<file path="src/hdl/erdi_pkg.sv">
// constants, register map and carrier types for the receive defect interrupt block
// How it works
// - out-of-frame change interrupt fires on both declaration and clearance when enabled.
// - out-of-frame declared after framing bit errors in four consecutive frames.
// - out-of-frame cleared when framer enters in-frame from verify or out-of-frame.
// - out-of-frame interrupt enable is bit 3 of enable register 0x12.
// - enable bit one allows its interrupt, zero suppresses it.
// - any enabled defect-change interrupt drives the request output low.
// - out-of-frame change sets bit 3 of the interrupt status register.
// - status register 0x14 bits 4..0 clear on read, bits 7..5 read zero.
// - live out-of-frame state readable at bit 5 of register 0x11.
// - no automatic far-end failure insertion or removal in response to defects.
// - frame-loss change interrupt fires on declaration and clearance when enabled.
// - frame loss declared when out-of-frame persists beyond 1 ms or 3 ms.
// - frame loss cleared when framer returns to in-frame.
// - frame-loss interrupt enable is bit 2 of the enable register.
// - frame-loss change sets status flag, placed at bit 2 of status register.
// - alarm-indication change interrupt fires on declaration and clearance when enabled.
// - enable register holds read-write enables at bits 4..0, bits 7..5 read-only.
// - register 0x11 has timing select at bit 7 and live flags bits 6..0.
// - receive interrupts reach request only while bit 7 of register 0x04 is one.
// - internal detection declares signal loss after 32 consecutive zeros on both rails.
// - alarm indication declared when 7 or fewer zeros in 2 consecutive frames.
// - alarm indication cleared when 2 consecutive frames each carry 8 or more zeros.
package erdi_pkg;

   localparam int unsigned ADDR_W = 8;
   localparam int unsigned DATA_W = 8;

   // register offsets
   localparam logic [7:0] LINE_CFG_ADDR   = 8'h00;
   localparam logic [7:0] BLOCK_IEN_ADDR  = 8'h04;
   localparam logic [7:0] CFG_STATUS_ADDR = 8'h11;
   localparam logic [7:0] IRQ_ENABLE_ADDR = 8'h12;
   localparam logic [7:0] IRQ_STATUS_ADDR = 8'h14;

   // field positions
   localparam int unsigned INT_LOS_EN_BIT   = 5;
   localparam int unsigned BLOCK_RX_EN_BIT  = 7;
   localparam int unsigned LOF_SEL_BIT      = 7;
   localparam int unsigned LIVE_LOF_BIT     = 6;
   localparam int unsigned LIVE_OOF_BIT     = 5;
   localparam int unsigned LIVE_LOS_BIT     = 4;
   localparam int unsigned LIVE_AIS_BIT     = 3;
   localparam int unsigned LIVE_UNSTAB_BIT  = 2;
   localparam int unsigned LIVE_TMARK_BIT   = 1;
   localparam int unsigned LIVE_FERF_BIT    = 0;
   localparam int unsigned EV_ALIGN_BIT     = 4;
   localparam int unsigned EV_OOF_BIT       = 3;
   localparam int unsigned EV_LOF_BIT       = 2;
   localparam int unsigned EV_LOS_BIT       = 1;
   localparam int unsigned EV_AIS_BIT       = 0;
   localparam int unsigned EV_N             = 5;

   // reset values
   localparam logic [EV_N-1:0] EV_RESET = 5'h00;
   localparam logic            BIT_RESET = 1'b0;

   // defect thresholds
   localparam int unsigned OOF_FRAMES       = 4;
   localparam int unsigned LOS_ZERO_RUN     = 32;
   localparam int unsigned LOS_CLEAR_BITS   = 32;
   localparam int unsigned LOS_CLEAR_ZEROS  = 4;
   localparam int unsigned AIS_DECLARE_MAX  = 7;
   localparam int unsigned AIS_CLEAR_MIN    = 8;

   // timing
   localparam int unsigned CLK_PERIOD_PS    = 8000;
   localparam int unsigned LOF_SHORT_MS     = 1;
   localparam int unsigned LOF_LONG_MS      = 3;
   localparam int unsigned LOF_SHORT_CYCLES = LOF_SHORT_MS * 1000000000 / CLK_PERIOD_PS;
   localparam int unsigned LOF_LONG_CYCLES  = LOF_LONG_MS * 1000000000 / CLK_PERIOD_PS;

   typedef struct packed {
      logic              wr;
      logic              rd;
      logic [ADDR_W-1:0] addr;
      logic [DATA_W-1:0] wdata;
   } erdi_bus_req_t;

   typedef struct packed {
      logic bit_valid;
      logic pos_rail;
      logic neg_rail;
   } erdi_line_t;

   typedef struct packed {
      logic frame_end;
      logic fas_error;
      logic in_frame;
      logic alignment_change;
   } erdi_framer_t;

endpackage : erdi_pkg

</file>
<file path="src/hdl/erdi_top.sv">
// receive defect tracking, change flags and interrupt request
//
// Design decision made here: strobed register access.
`timescale 1ns/100ps
module erdi_top #(
   parameter int unsigned LOF_SHORT_CYCLES = erdi_pkg::LOF_SHORT_CYCLES,
   parameter int unsigned LOF_LONG_CYCLES  = erdi_pkg::LOF_LONG_CYCLES
) (
   input  wire logic                 clk_i,
   input  wire logic                 arst_n_i,
   input  wire erdi_pkg::erdi_bus_req_t bus_i,
   output logic [erdi_pkg::DATA_W-1:0] rd_data_o,
   input  wire erdi_pkg::erdi_line_t   line_i,
   input  wire erdi_pkg::erdi_framer_t framer_i,
   input  wire logic                 ext_signal_loss_i,
   input  wire logic                 payload_unstable_flag_i,
   input  wire logic                 trail_mark_flag_i,
   input  wire logic                 rx_far_end_failure_state_i,
   output logic                      int_n_o,
   output logic                      rx_out_of_frame_state_o,
   output logic                      rx_frame_loss_state_o,
   output logic                      rx_signal_loss_state_o,
   output logic                      rx_alarm_indication_state_o
);

   localparam int unsigned TMR_W = $clog2(LOF_LONG_CYCLES + 1);

   ////////////////////////////////////////////////////////////////////////////
   // register state

   logic                      internal_signal_loss_detect_reg;
   logic                      block_rx_en_reg;
   logic                      frame_loss_timing_select_reg;
   logic [erdi_pkg::EV_N-1:0] ien_reg;
   logic [erdi_pkg::EV_N-1:0] ists_reg;
   logic [erdi_pkg::EV_N-1:0] ists_next;
   logic [erdi_pkg::EV_N-1:0] event_next;

   // defect states
   logic                      oof_reg;
   logic                      lof_reg;
   logic                      int_los_reg;
   logic                      ais_reg;
   logic                      los_live;

   logic                      oof_prev_reg;
   logic                      lof_prev_reg;
   logic                      los_prev_reg;
   logic                      ais_prev_reg;
   logic                      in_frame_prev_reg;
   logic                      in_frame_entry;

   logic [2:0]                fas_run_reg;
   logic [TMR_W-1:0]          lof_tmr_reg;
   logic [TMR_W-1:0]          lof_limit;
   logic [5:0]                zero_run_reg;
   logic [5:0]                clean_bits_reg;
   logic [3:0]                zeros_cur_reg;
   logic [3:0]                zeros_prev_reg;
   logic                      prev_valid_reg;
   logic                      line_zero;
   logic [4:0]                zeros_pair;
   logic [3:0]                zeros_frame;

   logic [erdi_pkg::DATA_W-1:0] cfg_status_view;
   logic                        rd_status;

   ////////////////////////////////////////////////////////////////////////////
   // register writes

   always_ff @(posedge clk_i or negedge arst_n_i) begin
      if (!arst_n_i) begin
         internal_signal_loss_detect_reg <= erdi_pkg::BIT_RESET;
         block_rx_en_reg                 <= erdi_pkg::BIT_RESET;
         frame_loss_timing_select_reg    <= erdi_pkg::BIT_RESET;
         ien_reg                         <= erdi_pkg::EV_RESET;
      end else if (bus_i.wr) begin
         unique case (bus_i.addr)
            erdi_pkg::LINE_CFG_ADDR: begin
               internal_signal_loss_detect_reg <= bus_i.wdata[erdi_pkg::INT_LOS_EN_BIT];
            end
            erdi_pkg::BLOCK_IEN_ADDR: begin
               block_rx_en_reg <= bus_i.wdata[erdi_pkg::BLOCK_RX_EN_BIT];
            end
            erdi_pkg::CFG_STATUS_ADDR: begin
               // only the timing select is writable here
               frame_loss_timing_select_reg <= bus_i.wdata[erdi_pkg::LOF_SEL_BIT];
            end
            erdi_pkg::IRQ_ENABLE_ADDR: begin
               ien_reg <= bus_i.wdata[erdi_pkg::EV_N-1:0];
            end
            default: begin
            end
         endcase
      end
   end

   ////////////////////////////////////////////////////////////////////////////
   // out-of-frame

   assign in_frame_entry = framer_i.in_frame && !in_frame_prev_reg;

   always_ff @(posedge clk_i or negedge arst_n_i) begin
      if (!arst_n_i) begin
         in_frame_prev_reg <= 1'b0;
      end else begin
         in_frame_prev_reg <= framer_i.in_frame;
      end
   end

   always_ff @(posedge clk_i or negedge arst_n_i) begin
      if (!arst_n_i) begin
         fas_run_reg <= 3'h0;
         oof_reg     <= 1'b0;
      end else begin
         if (in_frame_entry) begin
            fas_run_reg <= 3'h0;
            oof_reg     <= 1'b0;
         end else if (framer_i.frame_end) begin
            if (!framer_i.fas_error) begin
               fas_run_reg <= 3'h0;
            end else if (fas_run_reg == 3'(erdi_pkg::OOF_FRAMES - 1)) begin
               fas_run_reg <= 3'h0;
               oof_reg     <= 1'b1;
            end else begin
               fas_run_reg <= fas_run_reg + 3'h1;
            end
         end
      end
   end

   ////////////////////////////////////////////////////////////////////////////
   // frame loss: timer runs while out-of-frame persists

   // select zero gives the short period
   assign lof_limit = frame_loss_timing_select_reg ? TMR_W'(LOF_LONG_CYCLES)
                                                   : TMR_W'(LOF_SHORT_CYCLES);

   always_ff @(posedge clk_i or negedge arst_n_i) begin
      if (!arst_n_i) begin
         lof_tmr_reg <= '0;
         lof_reg     <= 1'b0;
      end else begin
         if (in_frame_entry) begin
            lof_tmr_reg <= '0;
            lof_reg     <= 1'b0;
         end else if (oof_reg && !lof_reg) begin
            if (lof_tmr_reg >= lof_limit - TMR_W'(1)) begin
               lof_reg <= 1'b1;
            end else begin
               lof_tmr_reg <= lof_tmr_reg + TMR_W'(1);
            end
         end else if (!oof_reg) begin
            lof_tmr_reg <= '0;
         end
      end
   end

   ////////////////////////////////////////////////////////////////////////////
   // signal loss from rails

   assign line_zero = !line_i.pos_rail && !line_i.neg_rail;

   always_ff @(posedge clk_i or negedge arst_n_i) begin
      if (!arst_n_i) begin
         zero_run_reg   <= 6'h00;
         clean_bits_reg <= 6'h00;
         int_los_reg    <= 1'b0;
      end else if (!internal_signal_loss_detect_reg) begin
         zero_run_reg   <= 6'h00;
         clean_bits_reg <= 6'h00;
         int_los_reg    <= 1'b0;
      end else if (line_i.bit_valid) begin
         if (line_zero) begin
            if (zero_run_reg != 6'(erdi_pkg::LOS_ZERO_RUN)) begin
               zero_run_reg <= zero_run_reg + 6'h01;
            end
            if (zero_run_reg == 6'(erdi_pkg::LOS_ZERO_RUN - 1)) begin
               int_los_reg <= 1'b1;
            end
         end else begin
            zero_run_reg <= 6'h00;
         end
         // a run of four zeros restarts the clean window
         if (line_zero && zero_run_reg >= 6'(erdi_pkg::LOS_CLEAR_ZEROS - 1)) begin
            clean_bits_reg <= 6'h00;
         end else if (clean_bits_reg == 6'(erdi_pkg::LOS_CLEAR_BITS - 1)) begin
            clean_bits_reg <= 6'h00;
            int_los_reg    <= 1'b0;
         end else begin
            clean_bits_reg <= clean_bits_reg + 6'h01;
         end
      end
   end

   assign los_live = ext_signal_loss_i || int_los_reg;

   ////////////////////////////////////////////////////////////////////////////
   // alarm indication: zero density over two frames

   assign zeros_frame = (line_i.bit_valid && line_zero
                         && zeros_cur_reg != 4'(erdi_pkg::AIS_CLEAR_MIN))
                        ? zeros_cur_reg + 4'h1 : zeros_cur_reg;
   assign zeros_pair  = {1'b0, zeros_prev_reg} + {1'b0, zeros_frame};

   always_ff @(posedge clk_i or negedge arst_n_i) begin
      if (!arst_n_i) begin
         zeros_cur_reg  <= 4'h0;
         zeros_prev_reg <= 4'h0;
         prev_valid_reg <= 1'b0;
         ais_reg        <= 1'b0;
      end else if (framer_i.frame_end) begin
         zeros_cur_reg  <= 4'h0;
         zeros_prev_reg <= zeros_frame;
         prev_valid_reg <= 1'b1;
         if (prev_valid_reg) begin
            if (zeros_pair <= 5'(erdi_pkg::AIS_DECLARE_MAX)) begin
               ais_reg <= 1'b1;
            end else if (zeros_prev_reg >= 4'(erdi_pkg::AIS_CLEAR_MIN)
                         && zeros_frame >= 4'(erdi_pkg::AIS_CLEAR_MIN)) begin
               ais_reg <= 1'b0;
            end
         end
      end else begin
         zeros_cur_reg <= zeros_frame;
      end
   end

   ////////////////////////////////////////////////////////////////////////////
   // change detection and sticky status

   always_ff @(posedge clk_i or negedge arst_n_i) begin
      if (!arst_n_i) begin
         oof_prev_reg <= 1'b0;
         lof_prev_reg <= 1'b0;
         los_prev_reg <= 1'b0;
         ais_prev_reg <= 1'b0;
      end else begin
         oof_prev_reg <= oof_reg;
         lof_prev_reg <= lof_reg;
         los_prev_reg <= los_live;
         ais_prev_reg <= ais_reg;
      end
   end

   always_comb begin
      event_next = '0;
      event_next[erdi_pkg::EV_ALIGN_BIT] = framer_i.alignment_change;
      event_next[erdi_pkg::EV_OOF_BIT]   = oof_reg != oof_prev_reg;
      event_next[erdi_pkg::EV_LOF_BIT]   = lof_reg != lof_prev_reg;
      event_next[erdi_pkg::EV_LOS_BIT]   = los_live != los_prev_reg;
      event_next[erdi_pkg::EV_AIS_BIT]   = ais_reg != ais_prev_reg;
   end

   assign rd_status = bus_i.rd && bus_i.addr == erdi_pkg::IRQ_STATUS_ADDR;

   // a new change in the read cycle survives the clear
   always_comb begin
      ists_next = rd_status ? erdi_pkg::EV_RESET : ists_reg;
      // suppressed sources do not latch
      ists_next = ists_next | (event_next & ien_reg);
   end

   always_ff @(posedge clk_i or negedge arst_n_i) begin
      if (!arst_n_i) begin
         ists_reg <= erdi_pkg::EV_RESET;
      end else begin
         ists_reg <= ists_next;
      end
   end

   ////////////////////////////////////////////////////////////////////////////
   // interrupt request: held low while bit 7 of 0x04 is one until every enabled flag is read away

   always_ff @(posedge clk_i or negedge arst_n_i) begin
      if (!arst_n_i) begin
         int_n_o <= 1'b1;
      end else begin
         int_n_o <= !(block_rx_en_reg && |(ists_next & ien_reg));
      end
   end

   ////////////////////////////////////////////////////////////////////////////
   // read port

   always_comb begin
      cfg_status_view = '0;
      cfg_status_view[erdi_pkg::LOF_SEL_BIT]     = frame_loss_timing_select_reg;
      cfg_status_view[erdi_pkg::LIVE_LOF_BIT]    = lof_reg;
      cfg_status_view[erdi_pkg::LIVE_OOF_BIT]    = oof_reg;
      cfg_status_view[erdi_pkg::LIVE_LOS_BIT]    = los_live;
      cfg_status_view[erdi_pkg::LIVE_AIS_BIT]    = ais_reg;
      cfg_status_view[erdi_pkg::LIVE_UNSTAB_BIT] = payload_unstable_flag_i;
      cfg_status_view[erdi_pkg::LIVE_TMARK_BIT]  = trail_mark_flag_i;
      // far-end failure is only reported; its transmission is left to software
      cfg_status_view[erdi_pkg::LIVE_FERF_BIT]   = rx_far_end_failure_state_i;
   end

   always_ff @(posedge clk_i or negedge arst_n_i) begin
      if (!arst_n_i) begin
         rd_data_o <= '0;
      end else if (bus_i.rd) begin
         unique case (bus_i.addr)
            erdi_pkg::LINE_CFG_ADDR: begin
               rd_data_o <= 8'(internal_signal_loss_detect_reg) << erdi_pkg::INT_LOS_EN_BIT;
            end
            erdi_pkg::BLOCK_IEN_ADDR: begin
               rd_data_o <= 8'(block_rx_en_reg) << erdi_pkg::BLOCK_RX_EN_BIT;
            end
            erdi_pkg::CFG_STATUS_ADDR: begin
               rd_data_o <= cfg_status_view;
            end
            erdi_pkg::IRQ_ENABLE_ADDR: begin
               rd_data_o <= {3'h0, ien_reg};
            end
            erdi_pkg::IRQ_STATUS_ADDR: begin
               rd_data_o <= {3'h0, ists_reg};
            end
            default: begin
               rd_data_o <= '0;
            end
         endcase
      end else begin
         rd_data_o <= '0;
      end
   end

   ////////////////////////////////////////////////////////////////////////////
   // live defect outputs; software drives far-end failure from bits 5 and 4 of register 0x11

   always_ff @(posedge clk_i or negedge arst_n_i) begin
      if (!arst_n_i) begin
         rx_out_of_frame_state_o     <= 1'b0;
         rx_frame_loss_state_o       <= 1'b0;
         rx_signal_loss_state_o      <= 1'b0;
         rx_alarm_indication_state_o <= 1'b0;
      end else begin
         rx_out_of_frame_state_o     <= oof_reg;
         rx_frame_loss_state_o       <= lof_reg;
         rx_signal_loss_state_o      <= los_live;
         rx_alarm_indication_state_o <= ais_reg;
      end
   end

endmodule : erdi_top

</file>
<file path="config.mk">
export PLATFORM = sky130hd
export DESIGN_NAME = erdi_top
export DESIGN_NICKNAME = d
export VERILOG_FILES = /design/src/hdl/erdi_pkg.sv /design/src/hdl/erdi_top.sv
export SDC_FILE = /design/constraint.sdc
export NUM_CORES = 1
export LEC_CHECK = 0
export ABC_CLOCK_PERIOD_IN_PS = 3300
export BUFFER_PORTS_ARGS = -buffer_cell sky130_fd_sc_hd__buf_2
export CORE_ASPECT_RATIO = 0.75
export CORE_MARGIN = 4
export CORE_UTILIZATION = 45
export DETAILED_ROUTE_END_ITERATION = 7
export PLACE_DENSITY = 0.7
export SKIP_LAST_GASP = 1
export SYNTH_ARGS = -nofsm -noshare
export SYNTH_HDL_FRONTEND = slang
export SYNTH_SLANG_ARGS = --single-unit
</file>
<file path="constraint.sdc">
create_clock -name clk_i -period 3.3 [get_ports clk_i]
set_clock_uncertainty 0.15 [all_clocks]
set_input_delay 0.66 -clock clk_i [delete_from_list [all_inputs] [get_ports clk_i]]
set_output_delay 0.66 -clock clk_i [all_outputs]
set_load 0.05 [all_outputs]
</file>
## Word-level counts from Yosys, hierarchy flattened

Index checks and enable logic that the tools add are counted.
W data, S select, Z words.

| word-level totals | value |
|---|---|
| flip-flop bits (word level) | 74 |
| latch bits | 0 |
| bits in writable memories | 0 |
| bits in read-only memories | 0 |
| input port bits | 31 |
| output and inout bits | 13 |
| logic and storage cells | 124 |
| memories kept | 0 |

| operators by class | value |
|---|---|
| add/sub/neg operators | 7 |
| multipliers | 0 |
| divide/modulo/power cells | 0 |
| $lt $le $gt $ge | 5 |
| eq/ne operators | 17 |
| shifts and indexed selects | 0 |
| muxes and demuxes | 37 |
| bitwise operators | 3 |
| reduce and logical (&&, ||, !) cells | 32 |

Operator list:

| operator | count |
|---|---|
| $mux W19 | 5 |
| $mux W6 | 8 |
| $pmux W8 S5 | 1 |
| $eq A8 B5 Y1 const B | 3 |
| $add A19 B1 Y19 const B | 1 |
| $ge A19 B19 Y1 | 1 |
| $sub A19 B1 Y19 const B | 1 |
| $mux W1 | 15 |
| $reduce_and A2 Y1 | 7 |
| $add A6 B1 Y6 const B | 2 |
| $eq A6 B5 Y1 const B | 2 |
| $mux W3 | 4 |
| $reduce_bool A2 Y1 | 6 |
| $and A5 B5 Y5 | 2 |
| $logic_and A1 B1 Y1 | 9 |
| $eq A8 B3 Y1 const B | 1 |
| $ge A4 B4 Y1 const B | 2 |
| $logic_not A8 Y1 | 1 |
| $mux W4 | 2 |
| $mux W8 | 1 |
| $ge A6 B2 Y1 const B | 1 |
| $ne A6 B6 Y1 const B | 1 |
| $reduce_and A3 Y1 | 2 |
| $add A4 B4 Y5 | 1 |
| other kinds (15) | 22 |

## Depth between registers and ports, before layout

| logic depth | value |
|---|---|
| depth in word-level cells | 9 |
| depth in mapped cells | 12 |
| depth with buffers taken out | 12 |

## Worst setup path after synthesis

Ideal clock, no wire load.

| path | value |
|---|---|
| path kind | input port to flip-flop |
| from | input port line_i[0] (netlist bit) |
| to | register ais_reg |
| setup time | 0.083 ns |
| arrival | 2.491 ns |
| required time | 3.067 ns |
| path slack | 0.576 ns |
| stages | 10 |
| path buffers | 0 |
| path through | nor3b_1 o21ai_0 xnor2_1 inv_1 ha_1 fa_1 mux2_2 nand2_1 nand4_1 o21ai_0 |

| on the way | value |
|---|---|
| longest elaborated chain between the ends | 9 |
| elaborated cells on any way between the ends | 12 |
| those cells by class | add/sub: 1; order compare: 2; mux: 2; reduce/logical: 7 |

RTL lines:

| element | line | RTL |
|---|---|---|
| start: declaration | erdi_top.sv:13 | `input wire erdi_pkg::erdi_line_t line_i,` |
| $logic_not A1 Y1 (*) | erdi_top.sv:162 | `assign line_zero = !line_i.pos_rail && !line_i.neg_rail;` |
| $logic_and A1 B1 Y1 (*) | erdi_top.sv:162 |  |
| $logic_and A1 B1 Y1 (*) | erdi_top.sv:201 | `assign zeros_frame = (line_i.bit_valid && line_zero` |
| $logic_and A1 B1 Y1 (*) | erdi_top.sv:202 | `&& zeros_cur_reg != 4'(erdi_pkg::AIS_CLEAR_MIN))` |
| $mux W4 (*) | erdi_top.sv:203 | `? zeros_cur_reg + 4'h1 : zeros_cur_reg;` |
| via zeros_frame[0] | erdi_top.sv:63 | `logic [3:0] zeros_frame;` |
| $add A4 B4 Y5 / $ge A4 B4 Y1 (equally long branches) | erdi_top.sv:204, erdi_top.sv:220 |  |
| $le A5 B3 Y1 / $logic_and A1 B1 Y1 (equally long branches) | erdi_top.sv:217, erdi_top.sv:220 |  |
| $reduce_bool A2 Y1 (no line) | -- |  |
| $reduce_and A3 Y1 (no line) | -- |  |
| end signal: assignment | erdi_top.sv:211 | `ais_reg <= 1'b0;` |
| end signal: assignment | erdi_top.sv:218 | `ais_reg <= 1'b1;` |
| end signal: assignment | erdi_top.sv:221 | `ais_reg <= 1'b0;` |
| end: declaration | erdi_top.sv:43 | `logic ais_reg;` |

Mark *: on every way through the listed nets, which the timed path passes. The rest lies on a longest branch.
A chain may end at the register's enable or synchronous reset.

## Worst setup path after layout

Same ends and word-level chain as after synthesis.

==> flow_metrics.env <==
export IMPL_antenna_left=0
export IMPL_cp_arrival_ps=2910
export IMPL_cts_tree="yes"
export IMPL_drtIter0Drc=195
export IMPL_synthFlopType="dfrtp_1"
export IMPL_synthMuxAreaShare=0.03619
export IMPL_postSynthCellCount=381
export IMPL_clk_pin_slew_ps=60
export IMPL_min_path_type="primary input to async pin"
export IMPL_placed_area_um2=4287
export IMPL_leakage_nw=2.056
export IMPL_synth_top_family_by_area="simple AND/OR/NAND/NOR gates"
export IMPL_track_usage=0.1747
export IMPL_synth_compound_area_share=0.1594
export IMPL_die_area_um2=10340
export IMPL_cpPeakStageDelay_ps=360
export IMPL_io_pins=44
export IMPL_fin_area_um2=4612
export IMPL_setup_viol=0
export IMPL_grt_pass1_vias=2915
export IMPL_cts_resized=0
export IMPL_yosys_warnings=0
export IMPL_largest_reg_flops=19
export IMPL_core_area_um2=8491
export IMPL_postCtsHoldBufs=0
export IMPL_post_synth_xor_area_fraction=0.04889
export IMPL_synthArstFlopShare=1.000
export IMPL_fin_tns_setup_ps=0
export IMPL_ys_seq_area_frac=0.4702
export IMPL_grt_antenna_before_repair=0
export IMPL_cpMostUsedCell="o21ai_0"
export IMPL_synth_fa_ha_area_frac=0.05905
export IMPL_status="finished clean"
export IMPL_dp_hpwl_um=6004
export IMPL_worstPathMaxFanout=3
export IMPL_cts_setup_buffers=0
export IMPL_syn_area_um2=3941
export IMPL_die_x_um=116.1
export IMPL_hold_ws_ps=221.4
export IMPL_hold_violations=0
export IMPL_wl_um=8468
export IMPL_nets=478
export IMPL_most_common_layout_cells="dfrtp_1, nor2_1, buf_2"
export IMPL_htree_num_levels=3
export IMPL_vias_per_cell=5.703
export IMPL_fin_cells=542
export IMPL_start_kind="primary input"
export IMPL_finalCriticalPeriod_ps=2816
export IMPL_synth_edf_count=0
export IMPL_ys_types=60
export IMPL_grt_max_degree=47
export IMPL_routedWlPerCell_um=15.62
export IMPL_cts_root_buf="clkbuf_16"
export IMPL_slew_violations=0
export IMPL_start_util=0.4642
export IMPL_required_ps=3390
export IMPL_drv_cap=0
export IMPL_area_growth_pct=17.02
export IMPL_layout_commonest_cell="dfrtp_1"
export IMPL_first_pass_iters=6
export IMPL_die_y_um=89.05
export IMPL_ys_seq_elements=74
export IMPL_final_period_utilization=0.8533
export IMPL_placedCellCount=526
export IMPL_crit_chain="buf_2, nor3b_1, o21ai_0, xnor2_1, inv_1, ha_1, fa_1, mux2_2, nand2_1, nand4_1, o21ai_0"
export IMPL_worst_pin_slew_ps=1107
export IMPL_grt_overflow_total=0
export IMPL_antenna_cells=0
export IMPL_layout_drive_gt1_share=0.2212
export IMPL_worstSetupPathType="primary input to flop"
export IMPL_num_rows=29
export IMPL_portBuffers=42
export IMPL_routed_via_count=3091
export IMPL_crit_path_top_delay_cell="fa_1"
export IMPL_fmax_ghz=0.3551
export IMPL_cts_buffers=9
export IMPL_clock_path_buffers=2
export IMPL_p_per_area_nw_per_um2=458.6
export IMPL_relSlewSlack=0.2525
export IMPL_synth_simple_area_share=0.1965
export IMPL_clkLatencyLatePin_ps=330
export IMPL_syn_num_nets=430
export IMPL_routabilityCongestion=0.8403
export IMPL_syn_avg_cell_area_um2=10.34
export IMPL_drc=0
export IMPL_cp_end_kind="flop"
export IMPL_cts_sinks=74
export IMPL_peakVddDrop_mv=0.3110
export IMPL_grt_setup_unrepaired="no"
export IMPL_grt_pass1_wl_um=14170
## layer usage
layer / GRT usage / part of all wire / vias to the layer above
met5: 0 / 0 / -
met4: 0.05058 / 0.013 / 0
met3: 0.04060 / 0.058 / 11
met2: 0.2715 / 0.43 / 91
met1: 0.2467 / 0.49 / 1509
li1: - / - / 1480
## synthesized netlist by cell type, drive strengths merged (3+ instances only)
master   instances  area [µm²]
nor4             4       52.55
a22o             3       26.28
inv             18       67.56
nor3            10       50.05
buf              3       23.77
nor3b            3       32.53
nor2b            8       50.05
a31oi            3       18.77
mux2i            3       30.03
xnor2           17       148.9
and3             4       25.02
a22oi            5       37.54
and4             3       26.28
dfrtp           73        1827
a2111oi          7       90.09
o21ai           15       75.07
nand3           20       100.1
a21oi           13       68.82
nand4            7       43.79
nand2           33       123.9
nor2            43       161.4
xor2             5       43.79
ha              17       212.7
clkbuf           7       26.28
a222oi           6       60.06
nand2b           4       25.02
a211oi           8       95.09
mux2            10       112.6
## kinds of logic after synthesis
group | after synthesis
XOR/XNOR | 22
buffers and inverters | 28
adder cells (fa/ha/maj) | 18
AO/OA/AOI/OAI | 76
AND/OR/NAND/NOR | 150
multiplexers | 13
flip-flops | 74
## power breakdown
| part | switching, mW | total (mW) | internal [mW] |
|---|---|---|---|
| sequential | 0.0262 | 0.961 | 0.935 |
| combinational | 0.0682 | 0.118 | 0.0493 |
| clock | 0.369 | 1.04 | 0.668 |
| total | 0.463 | 2.12 | 1.65 |
## critical path: cells and delay by family
kind,cells,cell delay [ps]
AND/OR/NAND/NOR,3,490
XOR/XNOR,1,270
adder cells (fa/ha/maj),2,570
AO/OA/AOI/OAI,2,460
buffers and inverters,2,180
multiplexers,1,270
## final cells by class
type | instances | area (µm²)
repair buffers | 47 | 260.3
clock inverters | 3 | 45.04
clock buffers | 13 | 280.3
flip-flops and latches | 74 | 1853
well taps | 108 | 135.1
inverters | 18 | 67.56
fillers | 767 | 3879
multi-input cells | 279 | 1971
## metrics by stage
stage | total power [mW] | setup slack [ps] | utilization
2_1_floorplan | 1.030 | 575.9 | -
5_1_grt | 2.188 | 269.1 | 0.5432
3_5_place_dp | 1.094 | 139.0 | 0.5049
3_3_place_gp | 1.091 | 218.5 | 0.5049
6_report | 2.115 | 484.1 | 0.5432
4_1_cts | 2.132 | 471.6 | 0.5432
## path summary, 6_finish.rpt
check | start | to | slack, ps | cells past startpoint
max | line_i[0] | ais_reg | 480 | 11
min | arst_n_i | clean_bits_reg[0] | 220 | 1
max reg2reg | frame_loss_timing_select_reg | lof_tmr_reg[14] | 570 | 7
min reg2reg | ais_reg | rx_alarm_indication_state_o | 320 | 0
max in group asynchronous | arst_n_i | lof_tmr_reg[2] | 2110 | 2
min in group clk_i | ais_reg | rx_alarm_indication_state_o | 320 | 0
(Power assumes the default switching activity.)
